===== config.mk =====
export PLATFORM = sky130hd
export DESIGN_NAME = agsc_addr_gen
export DESIGN_NICKNAME = d
export VERILOG_FILES = /design/src/core/agsc_pkg.sv /design/src/core/agsc_addr_gen.sv /design/src/core/agsc_seg_guard.sv
export SDC_FILE = /design/constraint.sdc
export NUM_CORES = 1
export LEC_CHECK = 0
export BUFFER_PORTS_ARGS = -buffer_cell sky130_fd_sc_hd__buf_2
export CAP_MARGIN = 40
export CORE_MARGIN = 5
export CORE_UTILIZATION = 30
export CTS_CLUSTER_DIAMETER = 100
export CTS_CLUSTER_SIZE = 20
export DETAILED_ROUTE_END_ITERATION = 10
export PLACE_DENSITY = 0.65
export SLEW_MARGIN = 30
export SYNTH_ARGS = -nofsm -noshare
export SYNTH_HDL_FRONTEND = slang
export SYNTH_HIERARCHICAL = 1
export SYNTH_SLANG_ARGS = --single-unit

===== constraint.sdc =====
create_clock -name core_clk -period 6 [get_ports core_clk]
set_input_delay 0.6 -clock core_clk [delete_from_list [all_inputs] [get_ports core_clk]]
set_output_delay 0.6 -clock core_clk [all_outputs]
set_load 0.05 [all_outputs]

===== src/core/agsc_pkg.sv =====
package agsc_pkg;

    localparam int DATA_W = 16;
    localparam int FADDR_W = 13;
    localparam int LIT5_W = 5;
    localparam int LIT10_W = 10;
    localparam int PC_W = 23;

    // Lowest address the stack may use; below it lies the special register space.
    localparam logic [15:0] STACK_FLOOR = 16'h0800;
    localparam logic [15:0] WORD_STEP = 16'h0002;
    localparam logic [15:0] ALIGN_MASK = 16'hFFFE;
    localparam logic [15:0] BYTE_STEP = 16'h0001;
    localparam logic [3:0] SP_INDEX = 4'hF;
    localparam logic [3:0] WREG0_INDEX = 4'h0;
    localparam logic [15:0] ZERO16 = 16'h0000;

    typedef enum logic [3:0] {
        AM_FILE_DIRECT,
        AM_REG_DIRECT,
        AM_REG_INDIRECT,
        AM_POST_INC,
        AM_POST_DEC,
        AM_PRE_INC,
        AM_PRE_DEC,
        AM_REG_OFFSET,
        AM_LIT_OFFSET,
        AM_LIT5,
        AM_LIT10,
        AM_PUSH,
        AM_POP,
        AM_PUSH_PC_CALL,
        AM_PUSH_PC_EXC
    } agsc_mode_t;

    typedef enum logic [1:0] {
        SEG_GENERAL,
        SEG_BOOT,
        SEG_SECURE
    } agsc_seg_t;

    // One operand request from the decoder.
    typedef struct packed {
        logic valid;
        agsc_mode_t mode;
        logic byte_op;
        logic move_op;
        logic [3:0] ptr_sel;
        logic [DATA_W-1:0] ptr_val;
        logic [DATA_W-1:0] base_val;
        logic [FADDR_W-1:0] file_addr;
        logic [LIT10_W-1:0] literal;
        logic [DATA_W-1:0] lit_offset;
        logic [PC_W-1:0] pc;
        logic [7:0] status_low_byte;
        agsc_seg_t code_seg;
    } agsc_req_t;

    // Resolved operand toward the execution pipeline.
    typedef struct packed {
        logic valid;
        logic mem_access;
        logic [DATA_W-1:0] effective_address;
        logic [DATA_W-1:0] operand;
        logic wb_en;
        logic [3:0] wb_sel;
        logic [DATA_W-1:0] wb_val;
        logic [3:0] default_working_reg;
        logic [DATA_W-1:0] push_hi_word;
        logic [DATA_W-1:0] push_lo_word;
    } agsc_resp_t;

    typedef struct packed {
        logic enable;
        logic [DATA_W-1:0] lo;
        logic [DATA_W-1:0] hi;
    } agsc_region_t;

endpackage : agsc_pkg


===== src/core/agsc_addr_gen.sv =====
`timescale 1ns/10ps
// Function
// - Stack pointer addresses first free word, upward
// - Push writes then increments; pop decrements first
// - Call push clears program counter top bit
// - Exception push merges status low byte
// - Stack limit unset at reset, bit0 zero
// - Stack pointer addresses compared against limit
// - Push at limit allowed; next push traps
// - Stack address below floor raises underflow trap
// - Boot secure RAM only from boot code
// - Secure segment RAM only from secure code
// - File direct address is 13 bits, near
// - File instructions default to working register zero
// - Move instruction reaches whole data space
// - Base register direct; second register or literal
// - Five or ten bit literals plus modes
// - File direct uses address field unchanged
// - Register direct returns contents, no memory
// - Indirect address equals pointer contents
// - Post-modify uses pointer, then updates it
// - Pre-modify adjusts pointer, result is address
// - Register offset adds pointer and base
module agsc_addr_gen
    import agsc_pkg::*;
(
    // Clock and reset
    input wire logic core_clk,
    input wire logic sys_rst,
    // Decoder request
    input wire agsc_req_t req,
    // Stack limit write port
    input wire logic limit_wr,
    input wire logic [DATA_W-1:0] limit_wdata,
    // Protected regions
    input wire agsc_region_t boot_secure_ram,
    input wire agsc_region_t secure_segment_ram,
    // Stack pointer write from the pipeline
    input wire logic sp_wr,
    input wire logic [DATA_W-1:0] sp_wdata,
    // Results
    output agsc_resp_t resp,
    output logic [DATA_W-1:0] stack_pointer_reg,
    output logic [DATA_W-1:0] stack_limit_reg,
    output logic stack_trap,
    output logic stack_underflow,
    output logic seg_violation
);

    agsc_resp_t resp_q, resp_d;
    logic [DATA_W-1:0] sp_q, sp_d;
    logic [DATA_W-1:0] limit_q, limit_d;
    logic trap_q, trap_d;
    logic under_q, under_d;
    logic segv_q, segv_d;

    // Byte operations step by one, word operations by two.
    wire [DATA_W-1:0] step = req.byte_op ? BYTE_STEP : WORD_STEP;
    wire is_sp_ptr = req.ptr_sel == SP_INDEX;
    wire [DATA_W-1:0] ptr = is_sp_ptr ? sp_q : req.ptr_val;
    wire [DATA_W-1:0] ptr_inc = ptr + step;
    wire [DATA_W-1:0] ptr_dec = ptr - step;
    wire [DATA_W-1:0] sp_pop = sp_q - WORD_STEP;
    wire [DATA_W-1:0] sp_push_nx = sp_q + WORD_STEP;

    // Near space address, zero-extended.
    wire [DATA_W-1:0] file_ea = {{(DATA_W-FADDR_W){1'b0}}, req.file_addr};
    wire [DATA_W-1:0] lit5_val = {{(DATA_W-LIT5_W){1'b0}}, req.literal[LIT5_W-1:0]};
    wire [DATA_W-1:0] lit10_val = {{(DATA_W-LIT10_W){1'b0}}, req.literal};

    // The counter's top bit is dropped; a call push's upper word holds counter bits 21:16, zero-filled above, so bit 15 is never set.
    wire [DATA_W-1:0] hi_call = {{(2*DATA_W-PC_W+1){1'b0}},
        req.pc[PC_W-2:DATA_W]};
    wire [DATA_W-1:0] hi_exc = {req.status_low_byte, 2'h0, req.pc[PC_W-2:DATA_W]};

    wire is_push = req.mode inside {AM_PUSH, AM_PUSH_PC_CALL, AM_PUSH_PC_EXC};
    wire is_pop = req.mode == AM_POP;
    wire pc_push = req.mode inside {AM_PUSH_PC_CALL, AM_PUSH_PC_EXC};

    logic [DATA_W-1:0] ea;
    logic mem;
    logic [DATA_W-1:0] operand;
    logic wb_en;
    logic [DATA_W-1:0] wb_val;
    logic [DATA_W-1:0] sp_after;
    logic uses_sp;

    always_comb begin
        ea = ZERO16;
        mem = 1'b1;
        operand = ZERO16;
        wb_en = 1'b0;
        wb_val = ptr;
        sp_after = sp_q;
        uses_sp = 1'b0;
        case (req.mode)
            AM_FILE_DIRECT: begin
                // A move may carry a full data-space address in its pointer value.
                ea = req.move_op ? req.ptr_val : file_ea;
            end
            AM_REG_DIRECT: begin
                mem = 1'b0;
                operand = ptr;
            end
            AM_REG_INDIRECT: begin
                ea = ptr;
                uses_sp = is_sp_ptr;
            end
            AM_POST_INC: begin
                ea = ptr;
                wb_en = 1'b1;
                wb_val = ptr_inc;
                uses_sp = is_sp_ptr;
            end
            AM_POST_DEC: begin
                ea = ptr;
                wb_en = 1'b1;
                wb_val = ptr_dec;
                uses_sp = is_sp_ptr;
            end
            AM_PRE_INC: begin
                ea = ptr_inc;
                wb_en = 1'b1;
                wb_val = ptr_inc;
                uses_sp = is_sp_ptr;
            end
            AM_PRE_DEC: begin
                ea = ptr_dec;
                wb_en = 1'b1;
                wb_val = ptr_dec;
                uses_sp = is_sp_ptr;
            end
            AM_REG_OFFSET: begin
                ea = ptr + req.base_val;
                uses_sp = is_sp_ptr;
            end
            AM_LIT_OFFSET: begin
                ea = ptr + req.lit_offset;
                uses_sp = is_sp_ptr;
            end
            AM_LIT5: begin
                mem = 1'b0;
                operand = lit5_val;
            end
            AM_LIT10: begin
                mem = 1'b0;
                operand = lit10_val;
            end
            AM_POP: begin
                ea = sp_pop;
                sp_after = sp_pop;
                uses_sp = 1'b1;
            end
            default: begin
                // All push forms write at the free word then advance.
                ea = sp_q;
                sp_after = sp_push_nx;
                uses_sp = 1'b1;
            end
        endcase
        if (wb_en && is_sp_ptr) begin
            sp_after = wb_val;
        end
    end

    // Limit check: the push landing exactly on the limit is legal.
    wire over = uses_sp && (ea > limit_q);
    wire under = uses_sp && (ea < STACK_FLOOR);
    wire stack_fault = req.valid && (over || under);

    wire seg_block;

    agsc_seg_guard u_guard (
        .addr(ea),
        .active(req.valid && mem),
        .code_seg(req.code_seg),
        .boot_secure_ram(boot_secure_ram),
        .secure_segment_ram(secure_segment_ram),
        .blocked(seg_block)
    );

    wire accept = req.valid && !stack_fault && !seg_block;
    wire [DATA_W-1:0] lo_word = pc_push ? req.pc[DATA_W-1:0] : ZERO16;
    wire [DATA_W-1:0] hi_word = req.mode == AM_PUSH_PC_EXC ? hi_exc : hi_call;

    always_comb begin
        resp_d = '0;
        resp_d.valid = req.valid;
        resp_d.mem_access = accept && mem;
        resp_d.effective_address = ea;
        resp_d.operand = req.mode == AM_REG_DIRECT && req.ptr_sel == SP_INDEX ? sp_q
            : operand;
        resp_d.wb_en = accept && wb_en && !is_sp_ptr;
        resp_d.wb_sel = req.ptr_sel;
        resp_d.wb_val = wb_val;
        resp_d.default_working_reg = WREG0_INDEX;
        resp_d.push_hi_word = pc_push ? hi_word : ZERO16;
        resp_d.push_lo_word = lo_word;
    end

    always_comb begin
        sp_d = sp_q;
        if (sp_wr) begin
            sp_d = sp_wdata & ALIGN_MASK;
        end else if (accept && (is_push || is_pop || (wb_en && is_sp_ptr))) begin
            sp_d = sp_after;
        end
        // The limit has no reset; it holds until software writes it.
        limit_d = limit_wr ? (limit_wdata & ALIGN_MASK) : limit_q;
        trap_d = stack_fault;
        under_d = req.valid && under;
        segv_d = seg_block;
    end

    always_ff @(posedge core_clk) begin
        limit_q <= limit_d;
    end

    always_ff @(posedge core_clk) begin
        if (sys_rst) begin
            resp_q <= '0;
            sp_q <= STACK_FLOOR;
            trap_q <= 1'b0;
            under_q <= 1'b0;
            segv_q <= 1'b0;
        end else begin
            resp_q <= resp_d;
            sp_q <= sp_d;
            trap_q <= trap_d;
            under_q <= under_d;
            segv_q <= segv_d;
        end
    end

    assign resp = resp_q;
    assign stack_pointer_reg = sp_q;
    assign stack_limit_reg = limit_q;
    assign stack_trap = trap_q;
    assign stack_underflow = under_q;
    assign seg_violation = segv_q;

endmodule : agsc_addr_gen


===== src/core/agsc_seg_guard.sv =====
`timescale 1ns/10ps
module agsc_seg_guard
    import agsc_pkg::*;
(
    // Access under test
    input wire logic [DATA_W-1:0] addr,
    input wire logic active,
    input wire agsc_seg_t code_seg,
    // Protected regions
    input wire agsc_region_t boot_secure_ram,
    input wire agsc_region_t secure_segment_ram,
    // Result
    output logic blocked
);

    wire in_boot = boot_secure_ram.enable && addr >= boot_secure_ram.lo
        && addr <= boot_secure_ram.hi;
    wire in_sec = secure_segment_ram.enable && addr >= secure_segment_ram.lo
        && addr <= secure_segment_ram.hi;
    wire boot_bad = in_boot && code_seg != SEG_BOOT;
    wire sec_bad = in_sec && code_seg != SEG_SECURE;

    assign blocked = active && (boot_bad || sec_bad);

endmodule : agsc_seg_guard


**Word level (Yosys, flattened, before mapping)**

Cells that the tools add are included.

- Logic and storage cells: 109
- Register bits after elaboration: 125

- $add $sub $neg: 6
- Multiplexer cells: 15
- Equality and inequality tests: 19
- Order comparisons: 6
- Bitwise operators: 2
- Reduce and logical (&&, ||, !) cells: 44

Operators with widths:

| operator | number |
|---|---|
| case mux 16 bit (8 select lines) | 1 |
| two-way mux 16 bit | 7 |
| case mux 16 bit (2 select lines) | 2 |
| case mux 16 bit (3 select lines) | 1 |
| adder 16 bit | 2 |
| == test 4 bit, second input constant | 8 |
| greater-or-equal comparator 16 bit | 2 |
| less-or-equal comparator 16 bit | 2 |
| logical AND 1 bit | 20 |
| adder 16 x 2 -> 16 bit | 1 |
| adder 16 x 2 -> 16 bit, second input constant | 1 |
| == test 4 x 3 -> 1 bit, second input constant | 4 |
| greater-than comparator 16 bit | 1 |
| < comparator 16 x 12 -> 1 bit, second input constant | 1 |
| subtractor 16 x 2 -> 16 bit | 1 |
| subtractor 16 x 2 -> 16 bit, second input constant | 1 |
| OR reduction 11 bit | 1 |
| OR reduction 3 bit | 3 |
| == test 4 x 2 -> 1 bit, second input constant | 2 |
| OR reduction 2 bit | 4 |
| OR reduction 4 bit | 2 |
| OR reduction 7 bit | 1 |
| == test 4 x 1 -> 1 bit, second input constant | 1 |
| zero test 4 bit | 1 |
| other kinds (12) | 22 |

**Depth between registers and ports, before layout**

- Depth after elaboration: 15
- Mapped depth: 31
- Mapped depth without buffers: 29

**Hierarchy**

Netlist, hierarchy kept.

Modules (own cells, without submodules):

| module | sequential area each (sq um) | times used | cells an instance | area an instance (sq um) |
|---|---|---|---|---|
| agsc_addr_gen | 2532.4 | 1 | 1058 | 8615.8 |
| agsc_seg_guard | 0.0 | 1 | 229 | 1600.3 |

**Worst setup path after synthesis**

Ideal clock, no wire load.

- Kind: input to register
- Start: input req[107] in the netlist's numbering
- End: register sp_q[12] (netlist: stack_pointer_reg[12])
- Stages: 28
- Path slack: -467 ps
- Buffers on the path: 5
- Library setup time: 116 ps
- Arrival: 6351 ps
- Cell sequence: nand4_2 buf_2 buf_6 clkbuf_1 clkbuf_1 o21ai_1 inv_1 fa_1 clkbuf_1 nor4b_1 nand3_1 a22oi_1 xor2_1 a221o_1 a211oi_1 inv_1 ha_1 nand4_1 nor4_1 a21boi_0 o31a_1 a311oi_1 o21a_1 nor2b_1 o211ai_1 nor2_1 o2111ai_1 o211a_1

- Word-level cells in the longest chain between the ends: 15
- Elaborated cells between the ends (all ways): 40

RTL lines:

| element | line | RTL |
|---|---|---|
| from (decl) | agsc_addr_gen.sv:31 | `input wire agsc_req_t req,` |
| == test 4 bit (*) | agsc_addr_gen.sv:59 | `wire is_sp_ptr = req.ptr_sel == SP_INDEX;` |
| two-way mux 16 bit (*) | agsc_addr_gen.sv:60 | `wire [DATA_W-1:0] ptr = is_sp_ptr ? sp_q : req.ptr_val;` |
| adder 16 bit, or another cell as far along | agsc_addr_gen.sv:138 | `ea = ptr + req.lit_offset;` |
| case mux 16 bit (8 select lines) (*) | agsc_addr_gen.sv:96 | `case (req.mode)` |
| via ea[14] | agsc_addr_gen.sv:80 | `logic [DATA_W-1:0] ea;` |
| greater-or-equal comparator 16 bit (on tied branches) | agsc_seg_guard.sv:16, agsc_seg_guard.sv:18 |  |
| logical AND 1 bit (on tied branches) | agsc_seg_guard.sv:16, agsc_seg_guard.sv:18 |  |
| logical AND 1 bit (on tied branches) | agsc_seg_guard.sv:17, agsc_seg_guard.sv:19 |  |
| logical AND 1 bit (on tied branches) | agsc_seg_guard.sv:20, agsc_seg_guard.sv:21 |  |
| logical OR 1 bit (*) | agsc_seg_guard.sv:23 | `assign blocked = active && (boot_bad \|\| sec_bad);` |
| logical AND 1 bit (*) | agsc_seg_guard.sv:23 |  |
| via seg_block | agsc_addr_gen.sv:171 | `wire seg_block;` |
| zero test 1 bit (*) | agsc_addr_gen.sv:182 | `wire accept = req.valid && !stack_fault && !seg_block;` |
| logical AND 1 bit (*) | agsc_addr_gen.sv:182 |  |
| logical AND 1 bit (*) | agsc_addr_gen.sv:205 | `end else if (accept && (is_push \|\| is_pop \|\| (wb_en && is_sp_ptr))) begin` |
| nonzero test 2 bit (no line) (*) | n/a |  |
| AND reduction 2 bit (no line) (*) | n/a |  |
| to (signal assigned) | agsc_addr_gen.sv:228 | `sp_q <= sp_d;` |
| to (decl) | agsc_addr_gen.sv:51 | `logic [DATA_W-1:0] sp_q, sp_d;` |

The timed path passes the listed nets; every way through them passes the cells marked *. The select of a mux whose other input is x is not followed.
A chain may end at the register's enable or synchronous reset.

**Worst setup path after layout**

- Start: input req[111] in the netlist's numbering
- End: register sp_q[9] (netlist: stack_pointer_reg[9])

- Word-level cells in the longest chain between the ends: 14
- Elaborated cells between the ends (all ways): 63

RTL lines:

| element | line |
|---|---|
| == test 4 x 1 -> 1 bit, or another cell as far along | agsc_addr_gen.sv:96 |
| OR reduction 3 bit (no line) | n/a |
| case mux 16 bit (8 select lines) (*) | agsc_addr_gen.sv:96 |
| via ea[10] | agsc_addr_gen.sv:80 |
| greater-or-equal comparator 16 bit (on tied branches) | agsc_seg_guard.sv:16, agsc_seg_guard.sv:18 |
| logical AND 1 bit (on tied branches) | agsc_seg_guard.sv:16, agsc_seg_guard.sv:18 |
| logical AND 1 bit (on tied branches) | agsc_seg_guard.sv:17, agsc_seg_guard.sv:19 |
| logical AND 1 bit (on tied branches) | agsc_seg_guard.sv:20, agsc_seg_guard.sv:21 |
| logical OR 1 bit (*) | agsc_seg_guard.sv:23 |
| logical AND 1 bit (*) | agsc_seg_guard.sv:23 |
| via seg_block | agsc_addr_gen.sv:171 |
| zero test 1 bit (*) | agsc_addr_gen.sv:182 |
| logical AND 1 bit (*) | agsc_addr_gen.sv:182 |
| logical AND 1 bit (*) | agsc_addr_gen.sv:205 |
| nonzero test 2 bit (no line) (*) | n/a |
| AND reduction 2 bit (no line) (*) | n/a |

Marked as above.

==> summary.txt <==
Power
  – Pwr dens: between 200 and 250 nW/µm²
  – Internal: approximately 1900 µW
  – Clock power share: a little under a third
  – Switching part of the total: between 30% and 40%
  – Sequential Power Share: 27.4%
  – Logic pwr share: roughly 42%
  – Switching pwr: ~1300 µW
  – IR drop worst, VDD: approximately 0.20 mV
  – Total design power: approximately 3200 µW
  – Leak pwr: about 0.0072 µW

Critical path
  – Worst Path Arrival: between 6000 and 7000 ps
  – WP data required: roughly 6400 ps
  – Worst setup path category: primary input to register
  – Slowest-stage cell, CP: or3_4
  – Crit path launch type: primary input
  – CP endpoint kind: register
  – Critical path's largest stage delay: ~410 ps
  – Crit path max fanout: 7

Clocking
  – TritonCTS sink count: around 120
  – Clock Latency Late Sink: approximately 450 ps
  – CTS Buf Count: 17
  – H-tree Lvls: 4
  – CTS tree: yes
  – CTS Hold Bufs: 0
  – Clock Pin Slew Worst Setup and Hold Paths: 70 ps
  – CTS root buffer: clkbuf_16
  – Clock tree buffer depth: 2

STA
  – Setup TNS: 0 ps
  – Hold_ws: between 300 and 400 ps
  – Final slew viol count: 0
  – Hold Vio Cnt, Final: 0
  – Minimum clock period: between 5000 and 6000 ps
  – RSZ-0062 raised after global routing: true
  – Worst-Margin Slew: a little over 700 ps
  – Setup-failing EPs final: 0
  – Setup Skew: between 15 and 20 ps
  – Period utilization: between 90% and 100%
  – Maximum clock frequency: roughly 170 MHz
  – Slew HR: 52.9%

Logic synthesis
  – #FFs+latches synth: between 100 and 150
  – Ys Warns: 6
  – Syn Area/Cell: slightly below 8 µm²
  – Synth top area cells: dfxtp_1, ha_1, a21oi_1
  – Sequential-to-total area share from yosys stat: 24.8%
  – Cell count after synthesis: 1287
  – EDFF count, synth: 15
  – Synth Flop Type: dfxtp_1
  – Area of the mapped netlist: a little over 10000 µm²
  – Most frequent cells after synthesis: inv_1, dfxtp_1, nand2_1, nor2_1, ha_1
  – Area leader, netlist: dfxtp_1
  – Ys async rst share: 0%
  – Synth top area share: 20.4%
  – Most common cell in the netlist: inv_1
  – Post-synthesis cell type count: 88

Status
  – Status: completed

Layout
  – Nets@finish: 2097
  – Max reg flops: 85
  – Layout cells sized above 1: a little under two fifths
  – # fillers: between 3000 and 4000
  – Final instance area: 14600 µm²
  – P&R area growth vs syn: 43.2%

Drt
  – Initial DRC count: about 1000
  – Drt total wl: between 40000 and 50000 µm
  – DRT Pass-1 Iters: 6
  – DR WL/cell: 21.0 µm
  – Via count: 11900
  – Via density per instance: 5.29
  – Antenna-violating nets left: 0
  – DRC: 0

Global route
  – Tot GR Track Use: between 20% and 30%
  – Global-route wire length before repair: 69800 µm
  – Gr busiest metal: met2
  – Initial antenna violation count: 9
  – Met1 usage: between 20 and 30%
  – Grt met3 use: a little under 7%
  – Grt total ovfl: 0
  – Grt met2 use: a little under 40%
  – Largest net degree at the start of global routing: 49
  – Vias in the first global route: roughly 12000

Floorplan
  – Rows: 67
  – Core outline area: 33600 µm²
  – Die width: 195 µm
  – I/O pin total: 343
  – Total Die Area: around 38000 µm²
  – Starting Density: between 30% and 40%
  – Die H: 195 µm

Run
  – Max-cap viol count: 0

Placement
  – GPL Wtd Cong: between 1 and 1.5
  – Post-DP HPWL: roughly 39000 µm
  – Placed Area: 13700 µm²
  – Port Buffers: roughly 330

Worst hold path
  – HP Class: primary input to register
==> placed cells by master (no fill, tap or decap), drive strengths merged, types with 8 or more instances in the layout <==
master,synthesis,final
o211a,8,8
and3,12,12
nand4,19,19
a221o,10,10
o21a,15,15
a22oi,18,18
o221ai,14,14
a221oi,16,16
nand2b,12,12
nor3,28,28
o22ai,11,11
a21o,15,15
ha,98,98
clkbuf,51,18
nand3,45,45
o21ai,47,47
buf,26,543
mux2i,22,22
dfxtp,104,104
nor2b,28,28
nand2,100,100
nor2,100,100
inv,117,128
and4,10,10
o211ai,10,10
xor2,23,23
xnor2,38,38
a21oi,93,93
mux2,20,20
edfxtp,15,15
a31oi,13,13
nor4,11,11
and2,39,39
a211oi,8,8
==> critical path: cells and delay by family <==
kind            cells  cell delay, ps
compound gates     12            2620
xor+xnor            1             130
fa+ha+maj           3             570
buf+inv             8             940
mux                 1             310
simple gates        6            1010
==> layer usage <==
layer / wire length (µm) / part of all wire, %
met1: 19200 / 41
met2: 21600 / 46
met3: 4610 / 9.8
met5: 48 / 0.10
met4: 1710 / 3.6
==> path summary, 6_finish.rpt <==
path	to	slack, ps	start	depth (start not counted)
worst max register to register	stack_pointer_reg[9]	510	register	26
worst max-delay path	stack_pointer_reg[9]	150	req[111]	31
worst min register to register	stack_pointer_reg[3]	520	stack_pointer_reg[3]	1
worst min-delay path	stack_limit_reg[13]	320	limit_wdata[13]	1
==> cell type report <==
type,count,area [µm²],share of cell area [%]
diodes,4,10.0,0.0684
clock buffers,17,425,2.91
clock inverters,15,128,0.872
inverters,117,439,3.00
multi-input cells,980,7190,49.1
flip-flops and latches,119,2530,17.3
well taps,448,561,3.83
repair buffers,544,3350,22.9
==> per-stage QoR <==
stage | util, % | worst slack, ps | std cells
after floorplan | - | 15.4 | 1293
after global placement | 40.6 | -627 | 2193
after detailed placement | 40.7 | -673 | 2195
after CTS | 42.4 | 13.9 | 2228
after global routing | 43.5 | -129 | 2242
final | 43.5 | 149 | 2244
==> power by group through the flow <==
stage / Combinational [µW] / Sequential (µW) / Clock [µW]
finish: 1330 / 878 / 999
global route: 1430 / 881 / 1060
CTS: 1270 / 878 / 1030
detailed placement: 1260 / 894 / 0
global placement: 1250 / 895 / 0
floorplan: 590 / 1050 / 0
==> kinds of logic (layout without fill, tap and decap cells) <==
| logic type | count (synthesis) | count (layout) | synth area share (%) |
|---|---|---|---|
| compound gates | 329 | 329 | 22.4 |
| xor+xnor | 61 | 61 | 5.23 |
| fa+ha+maj | 103 | 103 | 12.8 |
| buf+inv | 194 | 693 | 8.07 |
| flops | 119 | 119 | 24.8 |
| mux | 42 | 42 | 4.52 |
| other cells | 1 | 11 | 0.0367 |
| simple gates | 438 | 438 | 22.2 |
==> repair_timing <==
action                     4_1_cts  5_1_grt
resized for setup                3       58
buffers inserted                 1       11
setup endpoints to repair       15       15
gates cloned                     0        1
pin swaps                        2       34
(Power assumes the default switching activity.)
